[src/logic/flash_host_pkg.sv]
// flash_host_pkg: constants shared by the serial flash host controller
// assumes a 250 MHz system clock and one flash device on the pins
package flash_host_pkg;
   // clock rates
   localparam int CLK_NS       = 4;
   localparam int CLK_MHZ      = 250;
   localparam int SCK_FAST_MHZ = 66;
   localparam int SCK_SLOW_MHZ = 33;
   localparam logic [2:0] HALF_FAST =
      3'((CLK_MHZ + 2 * SCK_FAST_MHZ - 1) / (2 * SCK_FAST_MHZ));
   localparam logic [2:0] HALF_SLOW =
      3'((CLK_MHZ + 2 * SCK_SLOW_MHZ - 1) / (2 * SCK_SLOW_MHZ));
   // pin timing, least times rounded up to whole cycles
   localparam int T_CSS_NS = 5;
   localparam int T_CSH_NS = 5;
   localparam int T_CS_NS  = 50;
   localparam int T_RST_NS = 10000;
   localparam int T_REC_NS = 1000;
   localparam logic [11:0] CSS_CYC = 12'((T_CSS_NS + CLK_NS - 1) / CLK_NS);
   localparam logic [11:0] CSH_CYC = 12'((T_CSH_NS + CLK_NS - 1) / CLK_NS);
   localparam logic [11:0] CS_CYC  = 12'((T_CS_NS + CLK_NS - 1) / CLK_NS);
   localparam logic [11:0] RST_CYC = 12'((T_RST_NS + CLK_NS - 1) / CLK_NS);
   localparam logic [11:0] REC_CYC = 12'((T_REC_NS + CLK_NS - 1) / CLK_NS);
   // wear upkeep
   localparam int REWRITE_OPS  = 10000;
   localparam int SECTOR_PAGES = 128;
   localparam logic [15:0] REWRITE_SPACING = 16'(REWRITE_OPS / SECTOR_PAGES);
   localparam int PAGE_PTR_W     = 13;
   localparam int PAGE_SHIFT_512 = 9;
   localparam int PAGE_SHIFT_528 = 10;
   // read data buffer
   localparam int BYTE_W     = 8;
   localparam int FIFO_DEPTH = 32;
   // opcodes
   localparam logic [7:0] OP_CAR_LEGACY = 8'he8;
   localparam logic [7:0] OP_CAR_FAST   = 8'h0b;
   localparam logic [7:0] OP_CAR_SLOW   = 8'h03;
   localparam logic [7:0] OP_PAGE_RD    = 8'hd2;
   localparam logic [7:0] OP_BUF1_FAST  = 8'hd4;
   localparam logic [7:0] OP_BUF2_FAST  = 8'hd6;
   localparam logic [7:0] OP_BUF1_SLOW  = 8'hd1;
   localparam logic [7:0] OP_BUF2_SLOW  = 8'hd3;
   localparam logic [7:0] OP_PROT_RD    = 8'h32;
   localparam logic [7:0] OP_LOCK_RD    = 8'h35;
   localparam logic [7:0] OP_SEC_RD     = 8'h77;
   localparam logic [7:0] OP_STATUS     = 8'hd7;
   localparam logic [7:0] OP_IDENT      = 8'h9f;
   // controller states
   typedef enum logic [2:0] {
      S_RHOLD, S_RREC, S_IDLE, S_SETUP, S_RUN, S_HOLD, S_DESEL
   } state_t;
endpackage : flash_host_pkg

[src/logic/flash_host.sv]
// flash_host: serial bus master for a page-organised serial flash
// assumes flash pins wired directly; miso arrives asynchronously
`timescale 1ns/1ns
module flash_host
   import flash_host_pkg::*;
(
   // system clock and reset
   input  wire logic        CLK_SYS,
   input  wire logic        RST,
   // command request
   input  wire logic        CMD_VALID,
   output logic             CMD_READY,
   input  wire logic [7:0]  CMD_OPCODE,
   input  wire logic [23:0] CMD_ADDR,
   input  wire logic [1:0]  CMD_NADDR,
   input  wire logic [2:0]  CMD_NDUMMY,
   input  wire logic [15:0] CMD_NWRITE,
   input  wire logic [15:0] CMD_NREAD,
   input  wire logic        CMD_MODE3,
   input  wire logic        CMD_PROG,
   input  wire logic        CMD_REWRITE,
   input  wire logic        PAGE_528,
   // write data stream
   input  wire logic        WR_VALID,
   output logic             WR_READY,
   input  wire logic [7:0]  WR_DATA,
   // read data stream
   output logic             RD_VALID,
   input  wire logic        RD_READY,
   output logic [7:0]       RD_DATA,
   // wear upkeep
   output logic             REWRITE_DUE,
   // flash pins
   output logic             FLASH_CS_N,
   output logic             FLASH_SCK,
   output logic             FLASH_MOSI,
   input  wire logic        FLASH_MISO,
   output logic             FLASH_RESET_N
);
   typedef struct packed {
      state_t                  st;
      logic                    cs_n;
      logic                    sck;
      logic                    mosi;
      logic                    rst_n;
      logic                    cmd_rdy;
      logic                    wr_rdy;
      logic [11:0]             tcnt;
      logic [2:0]              div;
      logic                    mode3;
      logic                    slow;
      logic                    started;
      logic                    tx_done;
      logic                    rx_arm;
      logic                    rx_pend;
      logic                    wr_have;
      logic [7:0]              opc;
      logic [7:0]              tx_sr;
      logic [7:0]              rx_sr;
      logic [7:0]              rx_byte;
      logic [7:0]              wr_buf;
      logic [23:0]             addr;
      logic [1:0]              naddr;
      logic [2:0]              ndum;
      logic [2:0]              tbit;
      logic [2:0]              rbit;
      logic [15:0]             nwr;
      logic [15:0]             nfetch;
      logic [15:0]             nrd;
      logic [PAGE_PTR_W-1:0]   ptr;
      logic [15:0]             ops;
      logic                    due;
      logic [1:0]              miso_s;
   } host_t;

   host_t      q;
   host_t      d;
   logic       tick;
   logic       stall;
   logic       fifo_rdy;
   logic [1:0] cls;
   logic [4:0] ash;

   // opcode classes: bit 1 slow clock, bit 0 no address field
   function automatic logic [1:0] op_class(input logic [7:0] op);
      case (op)
         OP_CAR_LEGACY, OP_CAR_FAST: op_class = 2'h0;
         OP_CAR_SLOW:                op_class = 2'h2;
         OP_PAGE_RD:                 op_class = 2'h0;
         OP_BUF1_FAST, OP_BUF2_FAST: op_class = 2'h0;
         OP_BUF1_SLOW, OP_BUF2_SLOW: op_class = 2'h2;
         OP_PROT_RD, OP_LOCK_RD:     op_class = 2'h0;
         OP_SEC_RD:                  op_class = 2'h0;
         OP_STATUS, OP_IDENT:        op_class = 2'h1;
         default:                    op_class = 2'h0;
      endcase
   endfunction : op_class

   // byte address of a page, laid out for the configured page size
   function automatic logic [23:0] page_addr(input logic [PAGE_PTR_W-1:0] p,
                                             input logic big);
      page_addr = 24'(p) << (big ? PAGE_SHIFT_528 : PAGE_SHIFT_512);
   endfunction : page_addr

   // outputs straight from state flops
   assign CMD_READY     = q.cmd_rdy;
   assign WR_READY      = q.wr_rdy;
   assign REWRITE_DUE   = q.due;
   assign FLASH_CS_N    = q.cs_n;
   assign FLASH_SCK     = q.sck;
   assign FLASH_MOSI    = q.mosi;
   assign FLASH_RESET_N = q.rst_n;

   // next state of the whole controller
   always_comb begin
      d        = q;
      cls      = op_class(CMD_OPCODE);
      ash      = {2'(2'h3 - CMD_NADDR), 3'h0};
      d.miso_s = {q.miso_s[0], FLASH_MISO};
      // hand a finished byte to the read buffer when it has room
      if (q.rx_pend && fifo_rdy) begin
         d.rx_pend = 1'b0;
      end
      // prefetch one write byte so the shifter never waits mid-byte
      if (WR_VALID && q.wr_rdy) begin
         d.wr_buf  = WR_DATA;
         d.wr_have = 1'b1;
         d.nfetch  = q.nfetch - 16'h1;
      end
      // clock divider: fast half period, or slow for low-rate reads
      tick  = q.div == 3'h0;
      d.div = tick ? (q.slow ? HALF_SLOW : HALF_FAST) - 3'h1 : q.div - 3'h1;
      // the clock only pauses low, where the device holds its output
      stall = q.rx_pend || (q.tbit == 3'h7 && !q.tx_done && q.naddr == 2'h0 &&
              q.ndum == 3'h0 && q.nwr != 16'h0 && !q.wr_have);
      unique case (q.st)
         S_RHOLD: begin
            // select stays high across the whole reset pulse
            d.rst_n = 1'b0;
            d.cs_n  = 1'b1;
            d.tcnt  = q.tcnt + 12'h1;
            if (q.tcnt == RST_CYC - 12'h1) begin
               d.st    = S_RREC;
               d.rst_n = 1'b1;
               d.tcnt  = '0;
            end
         end
         S_RREC: begin
            d.tcnt = q.tcnt + 12'h1;
            if (q.tcnt == REC_CYC - 12'h1) begin
               d.st      = S_IDLE;
               d.cmd_rdy = 1'b1;
            end
         end
         S_IDLE: begin
            if (CMD_VALID && q.cmd_rdy) begin
               d.cmd_rdy = 1'b0;
               d.st      = S_SETUP;
               d.tcnt    = '0;
               d.sck     = CMD_MODE3;
               d.mode3   = CMD_MODE3;
               d.slow    = cls[1];
               d.opc     = CMD_OPCODE;
               d.tx_sr   = CMD_OPCODE;
               d.naddr   = cls[0] ? 2'h0 : CMD_NADDR;
               d.addr    = CMD_ADDR << ash;
               d.ndum    = CMD_NDUMMY;
               d.nwr     = CMD_NWRITE;
               d.nfetch  = CMD_NWRITE;
               d.nrd     = CMD_NREAD;
               d.wr_have = 1'b0;
               d.tbit    = '0;
               d.rbit    = '0;
               d.started = 1'b0;
               d.tx_done = 1'b0;
               d.rx_arm  = 1'b0;
               // upkeep rewrite goes to the page under the pointer
               if (CMD_REWRITE) begin
                  d.naddr = 2'h3;
                  d.addr  = page_addr(q.ptr, PAGE_528);
                  d.ptr   = q.ptr + 1'b1;
                  d.ops   = '0;
                  d.due   = 1'b0;
               end
               // either program route counts toward the wear budget
               if (CMD_PROG && d.ops != 16'hffff) begin
                  d.ops = d.ops + 16'h1;
                  if (d.ops == REWRITE_SPACING) begin
                     d.due = 1'b1;
                  end
               end
            end
         end
         S_SETUP: begin
            d.tcnt = q.tcnt + 12'h1;
            if (q.tcnt == 12'h0) begin
               d.cs_n = 1'b0;
               d.mosi = q.opc[7];
            end
            if (q.tcnt == CSS_CYC) begin
               d.st  = S_RUN;
               d.div = (q.slow ? HALF_SLOW : HALF_FAST) - 3'h1;
            end
         end
         S_RUN: begin
            if (tick && !(stall && !q.sck)) begin
               d.sck = !q.sck;
               if (!q.sck) begin
                  // rising edge: device takes the bit, host launches the next
                  d.started = 1'b1;
                  if (!q.tx_done) begin
                     if (q.tbit != 3'h7) begin
                        d.tx_sr = q.tx_sr << 1;
                        d.tbit  = q.tbit + 3'h1;
                     end else begin
                        d.tbit = '0;
                        if (q.naddr != 2'h0) begin
                           d.tx_sr = q.addr[23:16];
                           d.addr  = q.addr << 8;
                           d.naddr = q.naddr - 2'h1;
                        end else if (q.ndum != 3'h0) begin
                           d.tx_sr = '0;
                           d.ndum  = q.ndum - 3'h1;
                        end else if (q.nwr != 16'h0) begin
                           d.tx_sr   = q.wr_buf;
                           d.wr_have = 1'b0;
                           d.nwr     = q.nwr - 16'h1;
                        end else begin
                           d.tx_done = 1'b1;
                        end
                     end
                     d.mosi = d.tx_done ? 1'b0 : d.tx_sr[7];
                  end
               end else if (q.started && q.tx_done) begin
                  // falling edge: first one after the command only arms capture
                  if (!q.rx_arm) begin
                     d.rx_arm = 1'b1;
                     if (q.nrd == 16'h0) begin
                        d.st   = S_HOLD;
                        d.tcnt = '0;
                     end
                  end else begin
                     // bit launched one fall earlier, so timing is full-cycle
                     d.rx_sr = {q.rx_sr[6:0], q.miso_s[1]};
                     d.rbit  = q.rbit + 3'h1;
                     if (q.rbit == 3'h7) begin
                        d.rx_byte = d.rx_sr;
                        d.rx_pend = 1'b1;
                        d.nrd     = q.nrd - 16'h1;
                        if (q.nrd == 16'h1) begin
                           d.st   = S_HOLD;
                           d.tcnt = '0;
                        end
                     end
                  end
               end
            end
         end
         S_HOLD: begin
            d.tcnt = q.tcnt + 12'h1;
            if (q.tcnt >= CSH_CYC - 12'h1 && !q.rx_pend) begin
               d.cs_n = 1'b1;
               d.st   = S_DESEL;
               d.tcnt = '0;
            end
         end
         S_DESEL: begin
            // clock returns to its idle level only once deselected
            d.sck  = q.mode3;
            d.tcnt = q.tcnt + 12'h1;
            if (q.tcnt == CS_CYC - 12'h1) begin
               d.st      = S_IDLE;
               d.cmd_rdy = 1'b1;
            end
         end
      endcase
      d.wr_rdy = (d.st == S_SETUP || d.st == S_RUN) && !d.wr_have && d.nfetch != 16'h0;
   end

   // state register; reset holds the flash in reset, deselected
   always_ff @(posedge CLK_SYS or posedge RST) begin
      if (RST) begin
         q      <= '0;
         q.cs_n <= 1'b1;
      end else begin
         q <= d;
      end
   end

   // read data buffer; a full buffer stalls the serial clock
   byte_fifo #(
      .W     (BYTE_W),
      .DEPTH (FIFO_DEPTH)
   ) u_rd_fifo (
      .clk       (CLK_SYS),
      .rst       (RST),
      .in_valid  (q.rx_pend),
      .in_ready  (fifo_rdy),
      .in_data   (q.rx_byte),
      .out_valid (RD_VALID),
      .out_ready (RD_READY),
      .out_data  (RD_DATA)
   );
endmodule : flash_host

[src/logic/byte_fifo.sv]
// byte_fifo: first-in first-out buffer with registered output
// assumes both sides on one clock; output stage adds one word of room
`timescale 1ns/1ns
module byte_fifo #(
   parameter int W     = 8,
   parameter int DEPTH = 32
) (
   // clock and reset
   input  wire logic         clk,
   input  wire logic         rst,
   // filling side
   input  wire logic         in_valid,
   output logic              in_ready,
   input  wire logic [W-1:0] in_data,
   // draining side
   output logic              out_valid,
   input  wire logic         out_ready,
   output logic [W-1:0]      out_data
);
   localparam int AW = $clog2(DEPTH);

   typedef struct packed {
      logic [DEPTH-1:0][W-1:0] mem;
      logic [AW-1:0]           wp;
      logic [AW-1:0]           rp;
      logic [AW:0]             cnt;
      logic                    ov;
      logic [W-1:0]            od;
   } fifo_t;

   fifo_t q;
   fifo_t d;
   logic  push;
   logic  pop;

   // full is honest: ready drops once the store holds depth words
   assign in_ready  = q.cnt != (AW + 1)'(DEPTH);
   assign out_valid = q.ov;
   assign out_data  = q.od;

   // next state: store on push, refill the output stage on pop
   always_comb begin
      d    = q;
      push = in_valid && in_ready;
      pop  = (q.cnt != '0) && (!q.ov || out_ready);
      if (out_ready) begin
         d.ov = 1'b0;
      end
      if (push) begin
         d.mem[q.wp] = in_data;
         d.wp        = q.wp + 1'b1;
      end
      if (pop) begin
         d.od = q.mem[q.rp];
         d.ov = 1'b1;
         d.rp = q.rp + 1'b1;
      end
      d.cnt = q.cnt + (AW + 1)'(push) - (AW + 1)'(pop);
   end

   // state register
   always_ff @(posedge clk or posedge rst) begin
      if (rst) begin
         q <= '0;
      end else begin
         q <= d;
      end
   end
endmodule : byte_fifo

[config.mk]
export PLATFORM = sky130hd
export DESIGN_NAME = flash_host
export DESIGN_NICKNAME = d
export VERILOG_FILES = /design/src/logic/flash_host_pkg.sv /design/src/logic/flash_host.sv /design/src/logic/byte_fifo.sv
export SDC_FILE = /design/constraint.sdc
export NUM_CORES = 1
export LEC_CHECK = 0
export BUFFER_PORTS_ARGS = -buffer_cell sky130_fd_sc_hd__buf_2
export CORE_MARGIN = 4
export CORE_UTILIZATION = 42
export DETAILED_ROUTE_END_ITERATION = 8
export GPL_ROUTABILITY_DRIVEN = 0
export HOLD_SLACK_MARGIN = 0.06
export MAX_ROUTING_LAYER = met4
export PLACE_DENSITY = 0.56
export SLEW_MARGIN = 10
export SYNTH_ARGS = -nofsm -noshare
export SYNTH_HDL_FRONTEND = slang
export SYNTH_SLANG_ARGS = --single-unit
[constraint.sdc]
create_clock -name CLK_SYS -period 31.5 [get_ports CLK_SYS]
set_clock_uncertainty 0.1 [all_clocks]
set_input_delay 3.15 -clock CLK_SYS [delete_from_list [all_inputs] [get_ports CLK_SYS]]
set_output_delay 3.15 -clock CLK_SYS [all_outputs]
set_load 0.05 [all_outputs]
=== Yosys cells after proc, flatten, opt, wreduce, memory -nomap -nowiden ===
Index checks and enable logic that the tools add are counted.

* Shift operators: 2
* Reduce and logical (&&, ||, !) cells: 65
* Magnitude comparators: 4
* Multipliers: 0
* Divide/modulo/power cells: 0
* Bitwise operators: 0
* Eq/ne operators: 47
* Mux-type cells: 127
* $add $sub $neg: 17

{| class="wikitable"
|+ Operators by type and width
! operator !! count
|-
| 256-bit bitwise mux || 1
|-
| 16-bit two-way mux || 16
|-
| 12-bit two-way mux || 10
|-
| 113-bit two-way mux || 1
|-
| 51-bit one-hot mux with 2 select lines || 1
|-
| 30-bit two-way mux || 3
|-
| 8-bit two-way mux || 9
|-
| 3-bit two-way mux || 23
|-
| 32-bit two-way mux || 2
|-
| 12-bit one-hot mux with 5 select lines || 1
|-
| 26-bit two-way mux || 2
|-
| 51-bit two-way mux || 1
|-
| 16-bit by 1-bit subtractor with 16-bit output, second input constant || 3
|-
| 8-bit binary-select mux with 5-bit select || 1
|-
| 8-bit demux with 5-bit select || 1
|-
| 2-bit != test, second input constant || 18
|-
| 17-bit two-way mux || 2
|-
| 8-bit equality test, second input constant || 4
|-
| 1-bit two-way mux || 32
|-
| 16-bit one-hot mux with 2 select lines || 1
|-
| 16-bit nonzero test || 2
|-
| 29-bit two-way mux || 1
|-
| 24-bit two-way mux || 1
|-
| 13-bit by 4-bit left shift with 24-bit output || 1
|-
| 58 further kinds || 125
|}

* Memories kept: 0
* ROM bits: 0
* RAM bits: 0
* Register bits after elaboration: 467
* Latch bits: 0
* Input bits: 87

=== Depth between registers and ports, before layout ===
* Depth in word-level cells: 19
* Depth in mapped cells: 15

=== Hierarchy ===
A second synthesis with hierarchy kept.

* Cells, all modules: 2029
* Area, all modules: 23253.6 µm²

{| class="wikitable"
|+ Modules (own cells, without submodules)
! module !! times used !! area each (µm²) !! sequential area each (µm²) !! cells an instance
|-
| byte_fifo || 1 || 13101.3 || 7031.7 || 893
|-
| flash_host || 1 || 10152.2 || 4455.5 || 1136
|}

=== Worst setup path before layout ===
OpenSTA, ideal clock, no wires.

* Kind: in2reg
* From: input CMD_REWRITE
* To: register q[12] (netlist name)
* Library setup time: 0.140 ns
* Stages: 10
* Path buffers: 3
* Arrival time: 5.255 ns
* Slack: 26.005 ns
* Cell sequence: clkbuf_1 buf_1 nor2b_1 ha_1 clkbuf_1 nand4_1 o31ai_1 or4_1 o311ai_0 o41ai_1

* Word-level cells in the longest chain between the ends: 6

{| class="wikitable"
|+ RTL lines
! element !! RTL line !! source
|-
| from (decl) || flash_host.sv:21 || <nowiki>input wire logic CMD_REWRITE,</nowiki>
|-
| 30-bit two-way mux (*) || flash_host.sv:178 || <nowiki>if (CMD_REWRITE) begin</nowiki>
|-
| 30-bit two-way mux (*) || flash_host.sv:156 || <nowiki>if (CMD_VALID && q.cmd_rdy) begin</nowiki>
|-
| 30-bit two-way mux (*) || flash_host.sv:136 || <nowiki>unique case (q.st)</nowiki>
|-
| parallel branches: the longest is 2 deep, another holds 16-bit by 1-bit adder with 16-bit output || n/a ||
|-
| 17-bit two-way mux (*) || flash_host.sv:186 || <nowiki>if (CMD_PROG && d.ops != 16'hffff) begin</nowiki>
|-
| to (decl) || flash_host.sv:76 || <nowiki>host_t q;</nowiki>
|}

Mark *: on every way between the ends. The select of a mux whose other input is x is not followed.
A chain may end at the register's enable or synchronous reset.

=== Worst setup path in the final report ===
* From: input CMD_REWRITE
* To: register q[8] (netlist name)

The elaborated chain is that of the path after synthesis.

==> results.py <==
metrics = {
    "run_status": {
        "status": "finished clean",
    },
    "timing": {
        "worstMarginPinSlew_ps": 1200,
        "rsz0062_at_grt": "false",
        "maxSlewHeadroom": 0.200,
        "whs_ps": 306,
        "setup_viol": 0,
        "timing.setup.tns_ps": 0,
        "finalWorstPathRequiredPeriod_ps": 5680,
        "min_period_over_period": 0.180,
        "finalHoldViolCount": 0,
        "final-max-slew-violation-count": 0,
        "fmax_mhz": 176,
    },
    "pwr": {
        "power_frac_seq": 0.459,
        "irDropWorstVdd_mv": 0.0396,
        "p_sw_frac": 0.262,
        "p_comb_frac": 0.108,
        "power_switching_w": 0.000363,
        "p_per_area_nw_per_um2": 53.7,
        "power_frac_clock": 0.433,
        "power.total_w": 0.00139,
        "p_leak_nw": 11.9,
        "internal-power_w": 0.00102,
    },
    "critical_path": {
        "r2r_slack_ps": 27480,
        "rr_worst_depth": 9,
        "worstSetupPathType": "input pin to flip-flop",
        "end_kind": "flip-flop",
        "worstSetupStartpoint": "CMD_REWRITE",
        "cp-start-kind": "input pin",
        "crit_fanout": 33,
        "r2r-start": "q[83]",
        "r2r_end": "q[69]",
        "crit_arrival_ps": 6050,
        "required_ps": 31870,
    },
    "placed_design": {
        "portBuffers": 102,
        "place_hpwl_mm": 37.1,
        "placed_cell_area_um2": 24100,
    },
    "layout": {
        "antenna_cells": 0,
        "design_area_um2": 25800,
        "layout_commonest_cell": "dfrtp_1",
        "nets": 2146,
        "mostFrequentLayoutCells": "dfrtp_1, mux2_2, nand2_1",
        "syn_to_final_growth_pct": 11.6,
        "layout-drive-gt1-share": 0.286,
    },
    "grt": {
        "overflow": 0,
        "grt_use_total": 0.197,
        "antenna_found_initial": 0,
        "grt_first_pass_wirelength_mm": 91.7,
        "grt_start_max_net_pins": 202,
        "first_global_vias": 16200,
    },
    "floorplan": {
        "coreArea_um2": 54100,
        "fp.dieArea_um2": 58900,
        "fp-row-count": 85,
        "start_util": 0.427,
        "dieHeight_um": 243,
        "pin_count": 103,
        "die_w_um": 243,
    },
    "hold_path": {
        "hold_path_depth": 0,
        "worstHoldPathType": "flip-flop to flip-flop",
        "hold_end": "q[1]",
        "min-delay-start": "d[1]",
    },
    "routing": {
        "final_antenna_net_count": 0,
        "wl_mm": 57.0,
        "drt_iter0_markers": 919,
        "wire_per_inst_um": 20.7,
        "num_vias": 16000,
        "drc": 0,
        "viasPerCell": 5.79,
        "firstDrtPassIters": 5,
    },
    "logic_synthesis": {
        "syn_avg_cell_area_um2": 11.7,
        "async_flop_share": 1.00,
        "synth_cells": 1986,
        "seq_area_frac_synth": 0.496,
        "yosysTopAreaCell": "dfrtp_1",
        "synth.area.top_cells": "dfrtp_1, mux2_2, mux4_2",
        "syn_nets": 2110,
        "synth.distinct_cells": 78,
        "synth_seq_cells": 459,
        "netlist_area_um2": 23100,
        "synth_ff_type": "dfrtp_1",
        "yosys.area.top_type_share": 0.495,
        "yosysWarnings": 0,
        "synth_edf_count": 0,
    },
    "clock_tree": {
        "cts_resized": 0,
        "ctsHoldBuffers": 0,
        "clkSinkCount": 459,
        "post-cts-setup-buffers": 0,
        "clk_latency_ps": 600,
        "clkSlewWorstSetupHoldPaths_ps": 60,
        "cts-root-buf": "clkbuf_16",
        "numCtsBuffers": 51,
        "cts_tree": "built",
        "htreeDepth": 2,
        "cts_buffer_depth": 3,
    },
    "run": {
        "max_cap_violations": 0,
    },
}
[cells by family after synthesis]
group	count (synthesis)	synth area share
XOR/XNOR	42	0.0159
AO/OA/AOI/OAI	379	0.0997
flip-flops	459	0.496
buffers and inverters	197	0.0353
adder cells (fa/ha/maj)	37	0.0203
multiplexers	394	0.229
AND/OR/NAND/NOR	478	0.103
[per-layer routing]
metal | global-route usage | share of wire | vias to the layer above
met1 | 0.271 | 0.46 | 8177
li1 | - | - | 7350
met2 | 0.314 | 0.48 | 354
met3 | 0.0246 | 0.039 | 89
met5 | - | 0 | -
met4 | 0.0489 | 0.020 | 0
[synth_stat cells, types with 5 or more instances]
master and number:
mux2_2 284, a22o_1 6, o21a_1 5, dfrtp_1 458, mux2i_1 30, nor2b_1 16, buf_4 8, xor2_1 12
nor2_1 113, a22oi_1 21, nor3_1 19, a21oi_1 96, nand2b_1 7, o31ai_1 10, and2_1 17, nand3_1 42
buf_2 20, o22ai_1 21, nand2_1 148, xnor2_1 30, a31oi_1 22, o21ai_1 11, and4_1 8, nor4_1 12
inv_1 60, nor3b_1 6, and3_1 17, nand4_1 24, buf_1 9, a2bb2oi_1 7, ha_1 36, a32oi_1 12
o21ai_0 123, or4_1 10, or3_1 9, mux4_2 80, clkbuf_1 95
[power groups by stage]
stage               combinational (W)  sequential [W]  clock [W]
detailed placement           0.000154        0.000648          0
global placement             0.000153        0.000648          0
global route                 0.000165        0.000641   0.000639
floorplan                    0.000146        0.000615          0
CTS                          0.000154        0.000638   0.000616
finish                       0.000150        0.000636   0.000600
[metrics by stage]
stage	instances	util	setup slack (ps)
2_1_floorplan	1986	-	15450
3_3_place_gp	2663	0.445	25300
3_5_place_dp	2663	0.445	25260
4_1_cts	2755	0.476	25900
5_1_grt	2757	0.477	25550
6_report	2757	0.477	25820
[critical path, stage by stage]
cell     delay [ps]
buf_2           490
inv_1           390
nand2_1         200
inv_1            60
ha_1            290
nand4_1         230
o31a_1          610
and2_1          270
a31oi_1          90
o21ai_0         150
o21ai_0          90
[how the worst max path moves through the flow]
stage / end / slack, ps
6_report: q[8] / 25820
5_1_grt: q[8] / 25550
4_1_cts: q[8] / 25900
3_5_place_dp: q[8] / 25260
3_3_place_gp: q[8] / 25300
2_1_floorplan: CMD_READY / 15450
[layout make-up]
type	count	area (um^2)
repair buffers	118	671
multi-input cells	1330	10900
fillers	4898	28300
clock inverters	14	191
flip-flops and latches	459	11500
inverters	62	240
clock buffers	78	1500
well taps	696	871
[flip-flops by register name, summed over array words and instances (netlist names)]
name and count:
u_rd_fifo.q 272, CMD_READY 1, u_rd_fifo.out_data 8, u_rd_fifo.out_valid 1, REWRITE_DUE 1, FLASH_CS_N 1
q 170, FLASH_SCK 1, d 1, FLASH_RESET_N 1, WR_READY 1, FLASH_MOSI 1
No activity file was read; power rests on OpenSTA's default activity.
